==> src/rtl/rvcb_pkg.sv <==
package rvcb_pkg;
  localparam logic [7:0] CONV_NORMAL_ADDR = 8'h40;
  localparam logic [7:0] CONV_SCALED_ADDR = 8'h41;
  localparam logic [7:0] LDO_ONE_ADDR = 8'h42;
  localparam logic [7:0] LDO_TWO_ADDR = 8'h43;
  localparam logic [7:0] LDO_THREE_ADDR = 8'h44;
  localparam logic [7:0] LDO_FOUR_ADDR = 8'h45;
  localparam logic [7:0] CONV_RESET = 8'h30;
  localparam logic [5:0] LDO_ONE_RESET = 6'h10;
  localparam logic [5:0] LDO_TWO_RESET = 6'h10;
  localparam logic [5:0] LDO_THREE_RESET = 6'h24;
  localparam logic [5:0] LDO_FOUR_RESET = 6'h24;
  localparam int LDO_FIELD_LSB = 0;
  localparam int LDO_FIELD_WIDTH = 6;
  // ldo target in mV: 1000 + 50 * code, saturating
  localparam logic [11:0] LDO_BASE_MV = 12'h3E8;
  localparam logic [11:0] LDO_STEP_MV = 12'h032;
  localparam logic [5:0] LDO_SAT_CODE = 6'h2E;
  localparam logic [11:0] LDO_MAX_MV = 12'hCE4;
  // converter target in 0.1 mV: 6000 + 125 * code, clamped
  // line reaches 3.3V at D8h; codes past it must not overshoot
  localparam logic [15:0] CONV_BASE_UV100 = 16'h1770;
  localparam logic [15:0] CONV_STEP_UV100 = 16'h007D;
  localparam logic [7:0] CONV_SAT_CODE = 8'hD8;
  localparam logic [15:0] CONV_MAX_UV100 = 16'h80E8;
endpackage : rvcb_pkg

==> src/rtl/rvcb_bank.sv <==
`timescale 1ns/10ps
// Summary of operation
// - ldo one code at 42h, reset 10h
// - ldo two code at 43h, reset 10h
// - ldo three code at 44h, reset 24h
// - ldo four code at 45h, reset 24h
// - ldo code linear from 1.00V, 50mV
// - ldo codes 2Eh upward give 3.30V
// - converter codes step 12.5mV each
// - converter codes D8h upward give 3.3V
// - converter normal code at 40h, reset 30h
// - converter scaled code at 41h, reset 30h
module rvcb_bank
  import rvcb_pkg::*;
(
  input wire logic REF_CLK,
  input wire logic SYS_RST,
  input wire logic REG_WR,
  input wire logic REG_RD,
  input wire logic [7:0] REG_ADDR,
  input wire logic [7:0] REG_WDATA,
  output logic [7:0] REG_RDATA,
  input wire logic CONV_SCALE_SEL,
  output logic [5:0] LDO_ONE_CODE,
  output logic [5:0] LDO_TWO_CODE,
  output logic [5:0] LDO_THREE_CODE,
  output logic [5:0] LDO_FOUR_CODE,
  output logic [7:0] CONV_CODE,
  output logic [11:0] LDO_ONE_MV,
  output logic [15:0] CONV_UV100
);
  logic [7:0] conv_norm_q;
  logic [7:0] conv_scaled_q;
  logic [5:0] ldo1_q;
  logic [5:0] ldo2_q;
  logic [5:0] ldo3_q;
  logic [5:0] ldo4_q;
  logic [7:0] rdata_q;
  logic [7:0] rdata_d;
  logic sel_q;
  // scaling select is a pin, so two flops before use
  logic sel_q1;
  logic [7:0] conv_code_q;
  logic [7:0] conv_code_d;
  logic [5:0] wr_field;
  wire hit_cn = REG_WR && (REG_ADDR == CONV_NORMAL_ADDR);
  wire hit_cs = REG_WR && (REG_ADDR == CONV_SCALED_ADDR);
  wire hit_l1 = REG_WR && (REG_ADDR == LDO_ONE_ADDR);
  wire hit_l2 = REG_WR && (REG_ADDR == LDO_TWO_ADDR);
  wire hit_l3 = REG_WR && (REG_ADDR == LDO_THREE_ADDR);
  wire hit_l4 = REG_WR && (REG_ADDR == LDO_FOUR_ADDR);
  // spare bits dropped on write
  assign wr_field = REG_WDATA[LDO_FIELD_LSB +: LDO_FIELD_WIDTH];
  // unmapped addresses read zero
  assign rdata_d =
    (REG_ADDR == CONV_NORMAL_ADDR) ? conv_norm_q :
    (REG_ADDR == CONV_SCALED_ADDR) ? conv_scaled_q :
    (REG_ADDR == LDO_ONE_ADDR) ? {2'h0, ldo1_q} :
    (REG_ADDR == LDO_TWO_ADDR) ? {2'h0, ldo2_q} :
    (REG_ADDR == LDO_THREE_ADDR) ? {2'h0, ldo3_q} :
    (REG_ADDR == LDO_FOUR_ADDR) ? {2'h0, ldo4_q} : 8'h00;
  always_ff @(posedge REF_CLK) begin
    if (SYS_RST) begin
      conv_norm_q <= CONV_RESET;
      conv_scaled_q <= CONV_RESET;
      ldo1_q <= LDO_ONE_RESET;
      ldo2_q <= LDO_TWO_RESET;
      ldo3_q <= LDO_THREE_RESET;
      ldo4_q <= LDO_FOUR_RESET;
      rdata_q <= 8'h00;
      sel_q <= 1'b0;
      sel_q1 <= 1'b0;
      conv_code_q <= CONV_RESET;
    end else begin
      if (hit_cn) conv_norm_q <= REG_WDATA;
      if (hit_cs) conv_scaled_q <= REG_WDATA;
      if (hit_l1) ldo1_q <= wr_field;
      if (hit_l2) ldo2_q <= wr_field;
      if (hit_l3) ldo3_q <= wr_field;
      if (hit_l4) ldo4_q <= wr_field;
      if (REG_RD) rdata_q <= rdata_d;
      sel_q1 <= CONV_SCALE_SEL;
      sel_q <= sel_q1;
      conv_code_q <= conv_code_d;
    end
  end
  assign REG_RDATA = rdata_q;
  assign LDO_ONE_CODE = ldo1_q;
  assign LDO_TWO_CODE = ldo2_q;
  assign LDO_THREE_CODE = ldo3_q;
  assign LDO_FOUR_CODE = ldo4_q;
  // registered so the core never sees a glitch on a switch
  assign conv_code_d = sel_q ? conv_scaled_q : conv_norm_q;
  assign CONV_CODE = conv_code_q;
  // one decoder shared: ldo one and the active converter code
  rvcb_decode u_dec (
    .REF_CLK(REF_CLK),
    .SYS_RST(SYS_RST),
    .ldo_code(ldo1_q),
    .conv_code(CONV_CODE),
    .ldo_mv(LDO_ONE_MV),
    .conv_uv100(CONV_UV100)
  );

  property p_ldo_spare;
    @(posedge REF_CLK) disable iff (SYS_RST)
    REG_RD && REG_ADDR >= LDO_ONE_ADDR && REG_ADDR <= LDO_FOUR_ADDR
      |=> REG_RDATA[7:6] == 2'h0;
  endproperty
  a_ldo_spare: assert property (p_ldo_spare)
    else $error("ldo spare bits nonzero");
  property p_ldo1_wr;
    @(posedge REF_CLK) disable iff (SYS_RST)
    hit_l1 |=> LDO_ONE_CODE == $past(REG_WDATA[5:0]);
  endproperty
  a_ldo1_wr: assert property (p_ldo1_wr)
    else $error("ldo one write lost");
  property p_ldo_sat;
    @(posedge REF_CLK) disable iff (SYS_RST)
    (LDO_ONE_CODE >= 6'h2E) ##1 (LDO_ONE_CODE >= 6'h2E)
      |-> LDO_ONE_MV == 12'hCE4;
  endproperty
  a_ldo_sat: assert property (p_ldo_sat)
    else $error("ldo not saturated");
  property p_ldo_lin;
    @(posedge REF_CLK) disable iff (SYS_RST)
    (LDO_ONE_CODE == 6'h10) ##1 (LDO_ONE_CODE == 6'h10)
      |-> LDO_ONE_MV == 12'h708;
  endproperty
  a_ldo_lin: assert property (p_ldo_lin)
    else $error("ldo 1.80V decode wrong");
  property p_conv_clamp;
    @(posedge REF_CLK) disable iff (SYS_RST)
    (CONV_CODE >= 8'hF4) ##1 (CONV_CODE >= 8'hF4)
      |-> CONV_UV100 == 16'h80E8;
  endproperty
  a_conv_clamp: assert property (p_conv_clamp)
    else $error("converter not clamped");
  property p_conv_step;
    @(posedge REF_CLK) disable iff (SYS_RST)
    (CONV_CODE == 8'h74) ##1 (CONV_CODE == 8'h74)
      |-> CONV_UV100 == 16'h5014;
  endproperty
  a_conv_step: assert property (p_conv_step)
    else $error("converter 2.05V decode wrong");
  property p_conv_norm;
    @(posedge REF_CLK) disable iff (SYS_RST)
    hit_cn && !hit_cs |=> conv_norm_q == $past(REG_WDATA);
  endproperty
  a_conv_norm: assert property (p_conv_norm)
    else $error("converter normal write lost");
  property p_conv_scaled;
    @(posedge REF_CLK) disable iff (SYS_RST)
    hit_cs |=> conv_scaled_q == $past(REG_WDATA);
  endproperty
  a_conv_scaled: assert property (p_conv_scaled)
    else $error("converter scaled write lost");
  property p_ldo2_wr;
    @(posedge REF_CLK) disable iff (SYS_RST)
    hit_l2 |=> LDO_TWO_CODE == $past(REG_WDATA[5:0]);
  endproperty
  a_ldo2_wr: assert property (p_ldo2_wr)
    else $error("ldo two write lost");
  property p_ldo3_wr;
    @(posedge REF_CLK) disable iff (SYS_RST)
    hit_l3 |=> LDO_THREE_CODE == $past(REG_WDATA[5:0]);
  endproperty
  a_ldo3_wr: assert property (p_ldo3_wr)
    else $error("ldo three write lost");
  property p_ldo4_wr;
    @(posedge REF_CLK) disable iff (SYS_RST)
    hit_l4 |=> LDO_FOUR_CODE == $past(REG_WDATA[5:0]);
  endproperty
  a_ldo4_wr: assert property (p_ldo4_wr)
    else $error("ldo four write lost");
  // reset checks run without disable, reset is their trigger
  property p_ldo_reset;
    @(posedge REF_CLK)
    SYS_RST |=> LDO_ONE_CODE == LDO_ONE_RESET &&
      LDO_TWO_CODE == LDO_TWO_RESET &&
      LDO_THREE_CODE == LDO_THREE_RESET &&
      LDO_FOUR_CODE == LDO_FOUR_RESET;
  endproperty
  a_ldo_reset: assert property (p_ldo_reset)
    else $error("ldo code not at reset value");
  property p_conv_reset;
    @(posedge REF_CLK)
    SYS_RST |=> conv_norm_q == CONV_RESET && conv_scaled_q == CONV_RESET;
  endproperty
  a_conv_reset: assert property (p_conv_reset)
    else $error("converter code not at reset value");
  // decoder output trails the code by one cycle, hence the ##1
  property p_ldo_base;
    @(posedge REF_CLK) disable iff (SYS_RST)
    (LDO_ONE_CODE == 6'h00) ##1 (LDO_ONE_CODE == 6'h00)
      |-> LDO_ONE_MV == 12'h3E8;
  endproperty
  a_ldo_base: assert property (p_ldo_base)
    else $error("ldo 1.00V decode wrong");
  property p_conv_base;
    @(posedge REF_CLK) disable iff (SYS_RST)
    (CONV_CODE == 8'h34) ##1 (CONV_CODE == 8'h34)
      |-> CONV_UV100 == 16'h30D4;
  endproperty
  a_conv_base: assert property (p_conv_base)
    else $error("converter 1.25V decode wrong");
  property p_pick_scaled;
    @(posedge REF_CLK) disable iff (SYS_RST)
    sel_q |=> CONV_CODE == $past(conv_scaled_q);
  endproperty
  a_pick_scaled: assert property (p_pick_scaled)
    else $error("scaled code not selected");
  property p_pick_norm;
    @(posedge REF_CLK) disable iff (SYS_RST)
    !sel_q |=> CONV_CODE == $past(conv_norm_q);
  endproperty
  a_pick_norm: assert property (p_pick_norm)
    else $error("normal code not selected");
  property p_rd_unmapped;
    @(posedge REF_CLK) disable iff (SYS_RST)
    REG_RD && (REG_ADDR < CONV_NORMAL_ADDR || REG_ADDR > LDO_FOUR_ADDR)
      |=> REG_RDATA == 8'h00;
  endproperty
  a_rd_unmapped: assert property (p_rd_unmapped)
    else $error("unmapped read not zero");
  property p_rd_hold;
    @(posedge REF_CLK) disable iff (SYS_RST)
    !REG_RD |=> $stable(REG_RDATA);
  endproperty
  a_rd_hold: assert property (p_rd_hold)
    else $error("read data moved without a read");
endmodule : rvcb_bank

==> src/rtl/rvcb_decode.sv <==
`timescale 1ns/10ps
module rvcb_decode
  import rvcb_pkg::*;
(
  input wire logic REF_CLK,
  input wire logic SYS_RST,
  input wire logic [5:0] ldo_code,
  input wire logic [7:0] conv_code,
  output logic [11:0] ldo_mv,
  output logic [15:0] conv_uv100
);
  logic [11:0] ldo_lin;
  logic [15:0] conv_lin;
  logic [11:0] ldo_mv_d;
  logic [15:0] conv_uv100_d;
  assign ldo_lin = LDO_BASE_MV + LDO_STEP_MV * {6'h00, ldo_code};
  assign ldo_mv_d = (ldo_code >= LDO_SAT_CODE) ? LDO_MAX_MV : ldo_lin;
  assign conv_lin = CONV_BASE_UV100 + CONV_STEP_UV100 * {8'h00, conv_code};
  assign conv_uv100_d = (conv_code >= CONV_SAT_CODE) ?
    CONV_MAX_UV100 : conv_lin;
  always_ff @(posedge REF_CLK) begin
    if (SYS_RST) begin
      ldo_mv <= 12'h000;
      conv_uv100 <= 16'h0000;
    end else begin
      ldo_mv <= ldo_mv_d;
      conv_uv100 <= conv_uv100_d;
    end
  end
endmodule : rvcb_decode

==> config.mk <==
export PLATFORM = sky130hd
export DESIGN_NAME = rvcb_bank
export DESIGN_NICKNAME = d
export VERILOG_FILES = /design/src/rtl/rvcb_pkg.sv /design/src/rtl/rvcb_bank.sv /design/src/rtl/rvcb_decode.sv
export SDC_FILE = /design/constraint.sdc
export NUM_CORES = 1
export LEC_CHECK = 0
export ABC_AREA = 1
export BUFFER_PORTS_ARGS = -buffer_cell sky130_fd_sc_hd__buf_2
export CORE_ASPECT_RATIO = 1.25
export CORE_UTILIZATION = 55
export DETAILED_ROUTE_END_ITERATION = 8
export GPL_ROUTABILITY_DRIVEN = 1
export HOLD_SLACK_MARGIN = 0.12
export MAX_ROUTING_LAYER = met4
export PLACE_DENSITY = 0.78
export SLEW_MARGIN = 25
export SYNTH_ARGS = -nofsm -noshare
export SYNTH_HDL_FRONTEND = slang
export SYNTH_SLANG_ARGS = --single-unit
==> constraint.sdc <==
create_clock -name REF_CLK -period 4.25 [get_ports REF_CLK]
set_input_delay 0.425 -clock REF_CLK [delete_from_list [all_inputs] [get_ports REF_CLK]]
set_output_delay 0.425 -clock REF_CLK [all_outputs]
set_load 0.01 [all_outputs]
==> results of run 1 <==
state kept, by name, indices dropped and copies added, names as in the netlist:
name and count:
REG_RDATA 8, sel_q1 1, LDO_FOUR_CODE 6, LDO_TWO_CODE 6, LDO_ONE_CODE 6, sel_q 1
u_dec.ldo_mv 11, u_dec.conv_uv100 16, LDO_THREE_CODE 6, CONV_CODE 8, conv_scaled_q 8, conv_norm_q 8
worst min-delay path: cells and delay by family:
kind	cells	cell delay [ps]
AND/OR/NAND/NOR	1	30
buffers and inverters	2	150
layout make-up:
| class | count | area, um2 |
|---|---|---|
| Fill cell | 865 | 3415 |
| Multi-Input combinational cell | 477 | 3291 |
| Sequential cell | 85 | 1702 |
| Inverter | 128 | 480.5 |
| Timing Repair Buffer | 88 | 442.9 |
| Clock buffer | 13 | 250.2 |
| Tap cell | 126 | 157.7 |
| Clock inverter | 3 | 21.27 |
stage by stage:
step | utilization (%) | hold slack (ps) | cells
3_5_place_dp | 62.23 | 395.9 | 904
4_1_cts | 65.01 | 298.6 | 920
2_1_floorplan | - | 388.3 | 710
5_1_grt | 65.01 | 301.7 | 920
6_report | 65.01 | 314.7 | 920
3_3_place_gp | 62.23 | 398.3 | 904
power by group through the flow:
stage	clock network [mW]	registers (mW)	logic, mW
after CTS	0.734	0.859	0.527
after global routing	0.764	0.863	0.598
after floorplan	0	0.898	0.353
final	0.724	0.858	0.525
after global placement	0	0.876	0.514
after detailed placement	0	0.877	0.523
path summary, 6_finish.rpt:
path / slack [ps] / endpoint / start / cells past startpoint
worst max-delay path: 260 / u_dec.conv_uv100[10] / CONV_CODE[5] / 13
worst min-delay path: 310 / sel_q1 / CONV_SCALE_SEL / 3
worst max register to register: 260 / u_dec.conv_uv100[10] / CONV_CODE[5] / 13
worst min register to register: 410 / sel_q / sel_q1 / 2
cell families after synthesis:
family / Yosys count / share of synthesized area, %
other cells: 1 / 0.06703
simple gates: 249 / 20.69
compound gates: 129 / 13.26
xor+xnor: 5 / 0.7830
buf+inv: 148 / 10.76
flops: 85 / 30.42
fa+ha+maj: 93 / 24.02
metal layers:
metal / wire, um / vias to the layer above
met5: 0 / -
met4: 503 / 0
met3: 673 / 38
met2: 6775 / 176
met1: 5218 / 2249
li1: - / 2432
layout by cell type, fill, tap and decap left out, types with 2 or more instances in the layout:
master     instances
nor2_2             2
a21oi_1           61
o31ai_1            2
nor2_8             3
dfxtp_1           85
or2_1              2
or2_2              3
o211ai_1           4
clkbuf_1           3
nand4_1           12
a21o_1             3
clkbuf_16          9
inv_2              5
o21ai_0           34
o21a_1             2
o211ai_2           4
fa_1              24
o21ai_2            7
nand2_1          104
nand2_2            7
xnor2_1            2
inv_1            123
buf_2             87
nand3_1           38
a31oi_1            3
xor2_1             3
nand2_4            3
nor2_1            68
ha_1              69
o21ai_1            6
==> metrics, run 1 <==
status=finished, final reports clean; Slew @ Worst Pin=around 510 ps; Ys Warns=0; IO Port Bufs=87; NetSw=about 650 uW; CTS tree=yes; largest cells by area after synthesis=dfxtp_1 30%, ha_1 15%, fa_1 8.6%, inv_1 8.3%, nand2_1 7.0%; Post-Place Worst Slack=272.0 ps; synth cell count leaders=123 x inv_1, 104 x nand2_1, 85 x dfxtp_1; Detail Placement HPWL=10,410 um; leading area contributor after synthesis=dfxtp_1; clock network fraction of total power=approximately a third; antenna violations before repair=0; Root Buffer=clkbuf_16; Clock Latency Late Sink=340 ps; # clock sinks=85; Worst VDD drop=approximately 0.21 mV; Global Route Usage Sum=a little over a quarter; Synth Flop Type=dfxtp_1; Hold WC Path Type=primary input to register; Mapped Nets=824; crit path time final=about 4000 ps; most instantiated library cell after synthesis=inv_1; Post-synth ARST share=0%; Crit path required time=about 4500 ps; Max-Cap Viols=0; Power Dens Cells=approximately 330 mW/mm2; Pre-antenna DRT Iters=5; count of pins over their slew limit=0; Power Total=2.108 mW; GRT met1 Usage=between 20% and 30%; WS Path Type=register to register; WL per Instance=between 10 and 15 um; Worst slew margin=approximately two thirds; CP top delay family=adder cells; Routed Antenna Nets=0; area post-placement=approximately 0.006 mm2; nature of the critical path endpoint=register; Fmax=250.9 MHz; Pint=1.453 mW; vias per cell=approximately 5.3; setup ws final=263.6 ps; Max Root-Sink Buffers=2; IO Pins=a little under 90; core area=slightly below 0.01 mm2; clock transition at the registers of the reported paths=roughly 60 ps; Die Height=~110 um; DIE AREA=approximately 0.011 mm2; crit-path max FO=7; synthesized flop and latch total=85; crit path launch type=register; share of power burned in registers=~41%; layout cells sized above 1=17.51%; crit-path max cell delay=about 540 ps; number of global-route vias before repair=4,748; RD Place Congestion=around 1; Final Cycle Share=93.80%; Residual DRC=0; Syn Area/Cell=7.879 um2; post-route cell area=0.006345 mm2; Starting DRT DRC Count=roughly 240; share of the synthesized area in the top cell type=between 30 and 40%; total wire length=around 13,000 um; setup tns final=0 ps; WP buf/inv=3; Seq/Total Area, Yosys=between 30% and 40%; GRT met2 Usage=between 40 and 50%; via count=between 4k and 5k; chip width=~92 um; busiest grt layer=met2; TritonCTS Buffers=9; gr ovfl total=0; hold_buf cts=0; Critical Path AT=roughly 4300 ps; RSZ-0062 raised after global routing=no; Netlist cell types=42; Mapped Area=approximately 0.0056 mm2; Switching Fraction=between 30% and 40%; H-tree lvl count=3; combinational share of power=around a quarter; largest net degree at the start of global routing=50; number of synthesized flops with an enable pin=0; final hold vios=0; Synth-to-Final Area Change=13.42%; Initial Utilization=approximately 57%; skew final=between 6 and 7 ps; slowest cell on the critical path=fa_1; Setup Viol. Count Final=0; diodes inserted=0; postcts setup bufs=0; grt met3 use=4.299%; Final nets=approximately 900; # rows=40; Leakage Power=3.402 nW; worst-path cell chain=inv_1 > ha_1 > fa_1 > fa_1 > inv_1 > fa_1 > inv_1 > ha_1 > a21oi_1 > o21ai_1 > a21o_1 > or2_1 > a21oi_1; first-pass GRT wire length=between 20,000 and 25,000 um; post-CTS sizing=0; Syn Inst Count=710
No activity file was read; power rests on OpenSTA's default activity.
==> run 2: changes to the inputs <==
--- a/config.mk
+++ b/config.mk
@@ -7,13 +7,12 @@
 export LEC_CHECK = 0
 export ABC_AREA = 1
 export BUFFER_PORTS_ARGS = -buffer_cell sky130_fd_sc_hd__buf_2
-export CORE_ASPECT_RATIO = 1.25
 export CORE_UTILIZATION = 55
 export DETAILED_ROUTE_END_ITERATION = 8
 export GPL_ROUTABILITY_DRIVEN = 1
 export HOLD_SLACK_MARGIN = 0.12
 export MAX_ROUTING_LAYER = met4
-export PLACE_DENSITY = 0.78
+export PLACE_DENSITY = 0.82
 export SLEW_MARGIN = 25
 export SYNTH_ARGS = -nofsm -noshare
 export SYNTH_HDL_FRONTEND = slang
==> constraint.sdc (replaced) <==
create_clock -name REF_CLK -period 4.25 [get_ports REF_CLK]
set_input_delay 0.2125 -clock REF_CLK [delete_from_list [all_inputs] [get_ports REF_CLK]]
set_output_delay 0.2125 -clock REF_CLK [all_outputs]
set_load 0.01 [all_outputs]
==> run 2 against run 1 <==
Compared with the run above:
- first-iteration DRC count down 7.9%
- final area down 0.69%
- count of clock-buffer cells in the layout down 3
- combinational power about the same
- largest cell class unchanged
- largest power group unchanged
- highest routed layer unchanged
==> metrics, run 2 (synthesized netlist as in run 1, its figures left out) <==
status=finished, final reports clean; reg2reg start=CONV_CODE[2]; Residual DRC=0 (unchanged); H-tree lvl count=3 (unchanged); via count=4,849 (-0.94%); vias per cell=5.220 (-1.9%); Post-Place Worst Slack=224.8 ps (-47.22 ps); IO Pins=89 (unchanged); post-route cell area=0.006301 mm2 (-0.69%); clock transition at the registers of the reported paths=80 ps (+20 ps); DIE AREA=0.01058 mm2 (about the same); RR Endpoint=u_dec.conv_uv100[10]; Metal-1 WL=5325 um (+2.1%); Util after Layout=64.17% (-0.84 points); Fmax=252.6 MHz (+0.68%); Hold WC Path Type=primary input to register; WS Path Type=register to register; Hold Path Depth=3 (unchanged); R2R setup slack=290 ps (+30 ps); skew final=8.893 ps (+2.286 ps); Pint=1.314 mW (-9.6%); CTS tree=yes; Slew @ Worst Pin=518.9 ps (+5.075 ps); share of power burned in registers=44.0% (+3.3 points); cell mode on critical path=fa_1; CP Launch Point=CONV_CODE[2]; Final nets=906 (+0.33%); Power Total=1.950 mW (-7.5%); area post-placement=0.006082 mm2 (+0.14%); core area=0.009819 mm2 (+0.62%); slowest cell on the critical path=fa_1; worst hold slack=162.3 ps (-152.4 ps); chip width=102.9 um (+12%); crit path launch type=register; WL per Instance=13.94 um (-2.6%); Hold Startpoint=REG_WDATA[0]; end of the critical path=u_dec.conv_uv100[10]; WL met3=645 um (-4.2%); count of pins over their slew limit=0 (unchanged); Die Height=102.9 um (-10%); layout cells sized above 1=17.71% (+0.21 points); first-pass GRT wire length=20,680 um (-5.5%); crit-path max FO=7 (unchanged); crit-path max cell delay=550 ps (about the same); Most flops, register=u_dec.conv_uv100; total wire length=12,950 um (-1.7%); Power Dens Cells=309.4 mW/mm2 (-6.9%); crit path time final=3959 ps (-27.09 ps); setup ws final=290.7 ps (+27.09 ps); Leakage Power=3.378 nW (-0.72%); Starting DRT DRC Count=220 (-7.9%); most common cell after layout, fill and taps aside=inv_1; Routed Antenna Nets=0 (unchanged); Max Root-Sink Buffers=2 (unchanged); # clock sinks=85 (unchanged); Clock Latency Late Sink=360 ps (+20 ps); Crit path required time=4540 ps (+30 ps); Switching Fraction=32.63% (+1.6 points); # rows=36 (-10%); Initial Utilization=56.97% (-0.35 points); gr ovfl total=0 (unchanged); Detail Placement HPWL=10,260 um (-1.5%); NetSw=636.1 uW (-2.9%); final hold vios=0 (unchanged); Setup Viol. Count Final=0 (unchanged); Final Cycle Share=93.16% (-0.64 points); Global Route Usage Sum=26.55% (-0.65 points); IO Port Bufs=87 (unchanged); Critical Path AT=4250 ps (about the same); RSZ-0062 raised after global routing=no; Largest regs=u_dec.conv_uv100 x16, u_dec.ldo_mv x11; TritonCTS Buffers=9 (unchanged); number of global-route vias before repair=4,478 (-5.7%); Synth-to-Final Area Change=12.64%; RD Place Congestion=0.9353 (-4.1%); DR WL met2=6669 um (-1.6%); diodes inserted=0 (unchanged); setup tns final=0 ps (unchanged); Pre-antenna DRT Iters=6 (+1); clock network fraction of total power=29.1% (-5.3 points); FF-to-FF path depth=12 (-1); placed insts=911 (+0.77%); top sig layer=met4; combinational share of power=26.9% (+2.0 points); Finished Layout Cells=929 (+0.98%); antenna violations before repair=0 (unchanged); most frequent cells in the layout=123 x inv_1, 104 x nand2_1, 87 x buf_2; Root Buffer=clkbuf_8; worst-path cell chain=fa_1 > fa_1 > fa_1 > inv_1 > fa_1 > inv_1 > ha_1 > a21oi_1 > o21ai_1 > a21o_1 > or2_1 > a21oi_1; max FFs per register=16 (unchanged); largest net degree at the start of global routing=50 (unchanged); postcts setup bufs=0 (unchanged); Worst slew margin=65.41% (-0.34 points); nature of the critical path endpoint=register; Worst VDD drop=0.2209 mV (+3.9%); Max-Cap Viols=0 (unchanged)
==> run 2: changes by cell type in the layout (fill, tap and decap cells not counted) <==
cell	change
bufinv_16	+1
clkbuf_1	-2
clkbuf_16	-9
clkbuf_8	+8
clkinv_4	-1
dfxtp_1	-1
dfxtp_2	+1
dlygate4sd3_1	+3
inv_6	+2
==> run 2: timing repair <==
item	in CTS	in global routing
setup endpoints to repair	0	2
resized for setup	0	1
endpoints found under the hold margin	3	0
hold buffers	3	0
==> run 2: how the worst min path moves through the flow <==
stage / endpoint / slack [ps]
floorplan: sel_q1 / 320
global placement: sel_q / 400
detailed placement: sel_q / 400
CTS: LDO_THREE_CODE[0] / 150
global route: LDO_THREE_CODE[0] / 170
finish: LDO_THREE_CODE[0] / 160
==> run 2: power groups by stage <==
stage	Clock [mW]	Sequential (mW)	Combinational [mW]
floorplan	0	0.898	0.353
global placement	0	0.876	0.509
detailed placement	0	0.877	0.522
CTS	0.572	0.858	0.528
global route	0.610	0.865	0.599
finish	0.567	0.857	0.525
==> run 2: final cells by class <==
type                       count  area (um2)
sequential                    85        1703
clock inverter                 5       60.06
multi-input combinational    477        3291
timing repair buffer          91       473.0
fill                         863        3518
inverter                     128       480.5
clock buffer                  10       127.6
tap                          133       166.4
==> run 2: per-layer routing <==
metal	global-route usage [%]	up-vias
met5	-	-
met4	10.83	0
met3	4.136	24
met2	47.08	147
met1	29.77	2239
li1	-	2439
==> run 2: critical path: cells and delay by family (launching register included) <==
family | cells | cell delay (ps)
compound gates | 4 | 620
flops | 1 | 500
buf+inv | 2 | 100
simple gates | 1 | 200
fa+ha+maj | 5 | 2470
==> run 3: changes to the inputs <==
--- a/config.mk
+++ b/config.mk
@@ -7,12 +7,12 @@
 export LEC_CHECK = 0
 export ABC_AREA = 1
 export BUFFER_PORTS_ARGS = -buffer_cell sky130_fd_sc_hd__buf_2
-export CORE_UTILIZATION = 55
+export CORE_UTILIZATION = 27
 export DETAILED_ROUTE_END_ITERATION = 8
 export GPL_ROUTABILITY_DRIVEN = 1
 export HOLD_SLACK_MARGIN = 0.12
 export MAX_ROUTING_LAYER = met4
-export PLACE_DENSITY = 0.82
+export PLACE_DENSITY = 0.48
 export SLEW_MARGIN = 25
 export SYNTH_ARGS = -nofsm -noshare
 export SYNTH_HDL_FRONTEND = slang
==> run 3 against run 2 <==
Compared with the run above:
- die area grew 100%
- clock skew about the same
- flip-flop and latch count is the same
- count of clock-buffer cells in the layout fell by 1
- largest cell class unchanged
- register-to-register slack is essentially flat
- global-route usage decreased by 12 points
- final cell count grew 15%
- non-clock buffer count is 2 higher
- via count shrank 4.4%
- largest power group unchanged
- worst setup slack worse by 10 ps
- maximum frequency down 0.26%
- critical path type unchanged
==> metrics, run 3 (synthesized netlist as in run 1, its figures left out) <==
Critical Path AT=4250 ps (about the same); clock transition at the registers of the reported paths=80 ps (about the same); # clock sinks=85 (unchanged); Finished Layout Cells=1,069 (+15%); GRT met2 Usage=23.90% (-23 points); Worst VDD drop=0.2084 mV (-5.6%); Max Root-Sink Buffers=2 (unchanged); Worst slew margin=62.14% (-3.3 points); Switching Fraction=33.83% (+1.2 points); Synth-to-Final Area Change=17.94%; Hold WC Path Type=primary input to register; setup ws final=280.5 ps (-10.17 ps); area post-placement=0.006269 mm2 (+3.1%); Largest regs=u_dec.conv_uv100 x16, u_dec.ldo_mv x11; count of pins over their slew limit=0 (unchanged); DIE AREA=0.02130 mm2 (+100%); multi-input logic area=0.003291 mm2 (unchanged); Initial Utilization=27.56% (-29 points); clock network fraction of total power=37.0% (+7.9 points); core area=0.02030 mm2 (+110%); skew final=9.075 ps (+0.1823 ps); placed insts=1,050 (+15%); Filler cells=2,230 (+160%); IO Pins=89 (unchanged); NetSw=744.3 uW (+17%); status=finished, final reports clean; combinational share of power=24.0% (-2.9 points); first-pass GRT wire length=23,290 um (+13%); Die Height=145.9 um (+42%); gr ovfl total=0 (unchanged); IO Port Bufs=87 (unchanged); Post-Place Worst Slack=305.7 ps (+80.93 ps); Pre-antenna DRT Iters=4 (-2); nature of the critical path endpoint=register; cell mode on critical path=fa_1; RSZ-0062 raised after global routing=no; most common cell after layout, fill and taps aside=inv_1; Detail Placement HPWL=11,350 um (+11%); vias per cell=4.335 (-17%); Setup Viol. Count Final=0 (unchanged); Most flops, register=u_dec.conv_uv100; crit-path max FO=7 (unchanged); antenna violations before repair=0 (unchanged); Leakage Power=3.435 nW (+1.7%); setup tns final=0 ps (unchanged); crit path launch type=register; Residual DRC=0 (unchanged); RD Place Congestion=0.8891 (-4.9%); Fmax=251.9 MHz (-0.26%); Final Cycle Share=93.40% (+0.24 points); CTS tree=yes; slowest cell on the critical path=fa_1; number of global-route vias before repair=4,464 (-0.31%); Pint=1.456 mW (+11%); worst-path cell chain=fa_1 > fa_1 > fa_1 > inv_1 > fa_1 > inv_1 > ha_1 > a21oi_1 > o21ai_1 > a21o_1 > or2_1 > a21oi_1; Crit path required time=4530 ps (about the same); chip width=145.9 um (+42%); layout cells sized above 1=18.02% (+0.31 points); diodes inserted=0 (unchanged); busiest grt layer=met2; Power Dens Cells=333.5 mW/mm2 (+7.8%); Max-Cap Viols=0 (unchanged); Reg area=0.001702 mm2 (about the same); largest net degree at the start of global routing=50 (unchanged); total wire length=14,510 um (+12%); most frequent cells in the layout=123 x inv_1, 104 x nand2_1, 87 x buf_2; final hold vios=0 (unchanged); WL per Instance=13.57 um (-2.6%); H-tree lvl count=3 (unchanged); Starting DRT DRC Count=159 (-28%); grt met3 use=3.480% (-0.66 points); GRT met1 Usage=17.69% (-12 points); crit path time final=3970 ps (+10.17 ps); Slew @ Worst Pin=567.9 ps (+49.06 ps); Routed Antenna Nets=0 (unchanged); Global Route Usage Sum=14.60% (-12 points); WS Path Type=register to register; Final nets=908 (+0.22%); via count=4,634 (-4.4%); TritonCTS Buffers=9 (unchanged); # rows=52 (+44%); Clock Latency Late Sink=360 ps (about the same); Root Buffer=clkbuf_16; crit-path max cell delay=540 ps (about the same); share of power burned in registers=39.0% (-5.0 points); post-route cell area=0.006598 mm2 (+4.7%); max FFs per register=16 (unchanged)
## run 3: cell types whose count changed in the layout (fill, tap and decap cells not counted), moves of 2 or more
cell	delta
clkbuf_16	+9
clkbuf_8	-9
inv_8	+3
buf_4	+2
## run 3: through the flow
stage / hold WS (ps) / utilization [%] / power, mW
floorplan: 319.5 / - / 1.251
global placement: 398.7 / 30.88 / 1.407
detailed placement: 403.4 / 30.88 / 1.407
CTS: 157.9 / 32.50 / 2.231
global route: 193.4 / 32.50 / 2.336
finish: 163.4 / 32.50 / 2.200
## run 3: layer usage
layer	vias up	share of wire [%]
met1	2073	46
met4	0	1.5
met3	15	6.0
li1	2437	-
met5	-	0
met2	109	47
## run 3: power by group through the flow
stage                     Combinational [mW]  Clock [mW]  Sequential, mW
after detailed placement               0.530           0           0.877
after global routing                   0.612       0.862           0.862
final                                  0.528       0.815           0.858
after CTS                              0.535       0.837           0.858
after global placement                 0.530           0           0.878
after floorplan                        0.353           0           0.898
## run 3: final timing paths
kind	startpoint	endpoint	slack [ps]	depth (start not counted)
max	CONV_CODE[2]	u_dec.conv_uv100[10]	280	12
min	REG_WDATA[5]	LDO_ONE_CODE[5]	160	3
max reg2reg	CONV_CODE[2]	u_dec.conv_uv100[10]	280	12
min reg2reg	sel_q1	sel_q	400	2
## run 3: cell type report
| type | count | area share, % |
|---|---|---|
| flip-flops and latches | 85 | 25.79 |
| clock inverters | 7 | 1.119 |
| repair buffers | 93 | 7.396 |
| inverters | 128 | 7.282 |
| well taps | 270 | 5.120 |
| multi-input cells | 477 | 49.88 |
| clock buffers | 9 | 3.414 |
## run 3: what timing repair did
item,in CTS,in global routing
hold buffers,3,0
setup buffers,0,0
resized for setup,0,0
hold endpoints to repair,3,0
## run 3: critical path: cells and delay by family, from the launching register on
kind	cells	cell delay, ps
AO/OA/AOI/OAI	4	650
flip-flops	1	500
buffers and inverters	2	90
AND/OR/NAND/NOR	1	200
adder cells (fa/ha/maj)	5	2450
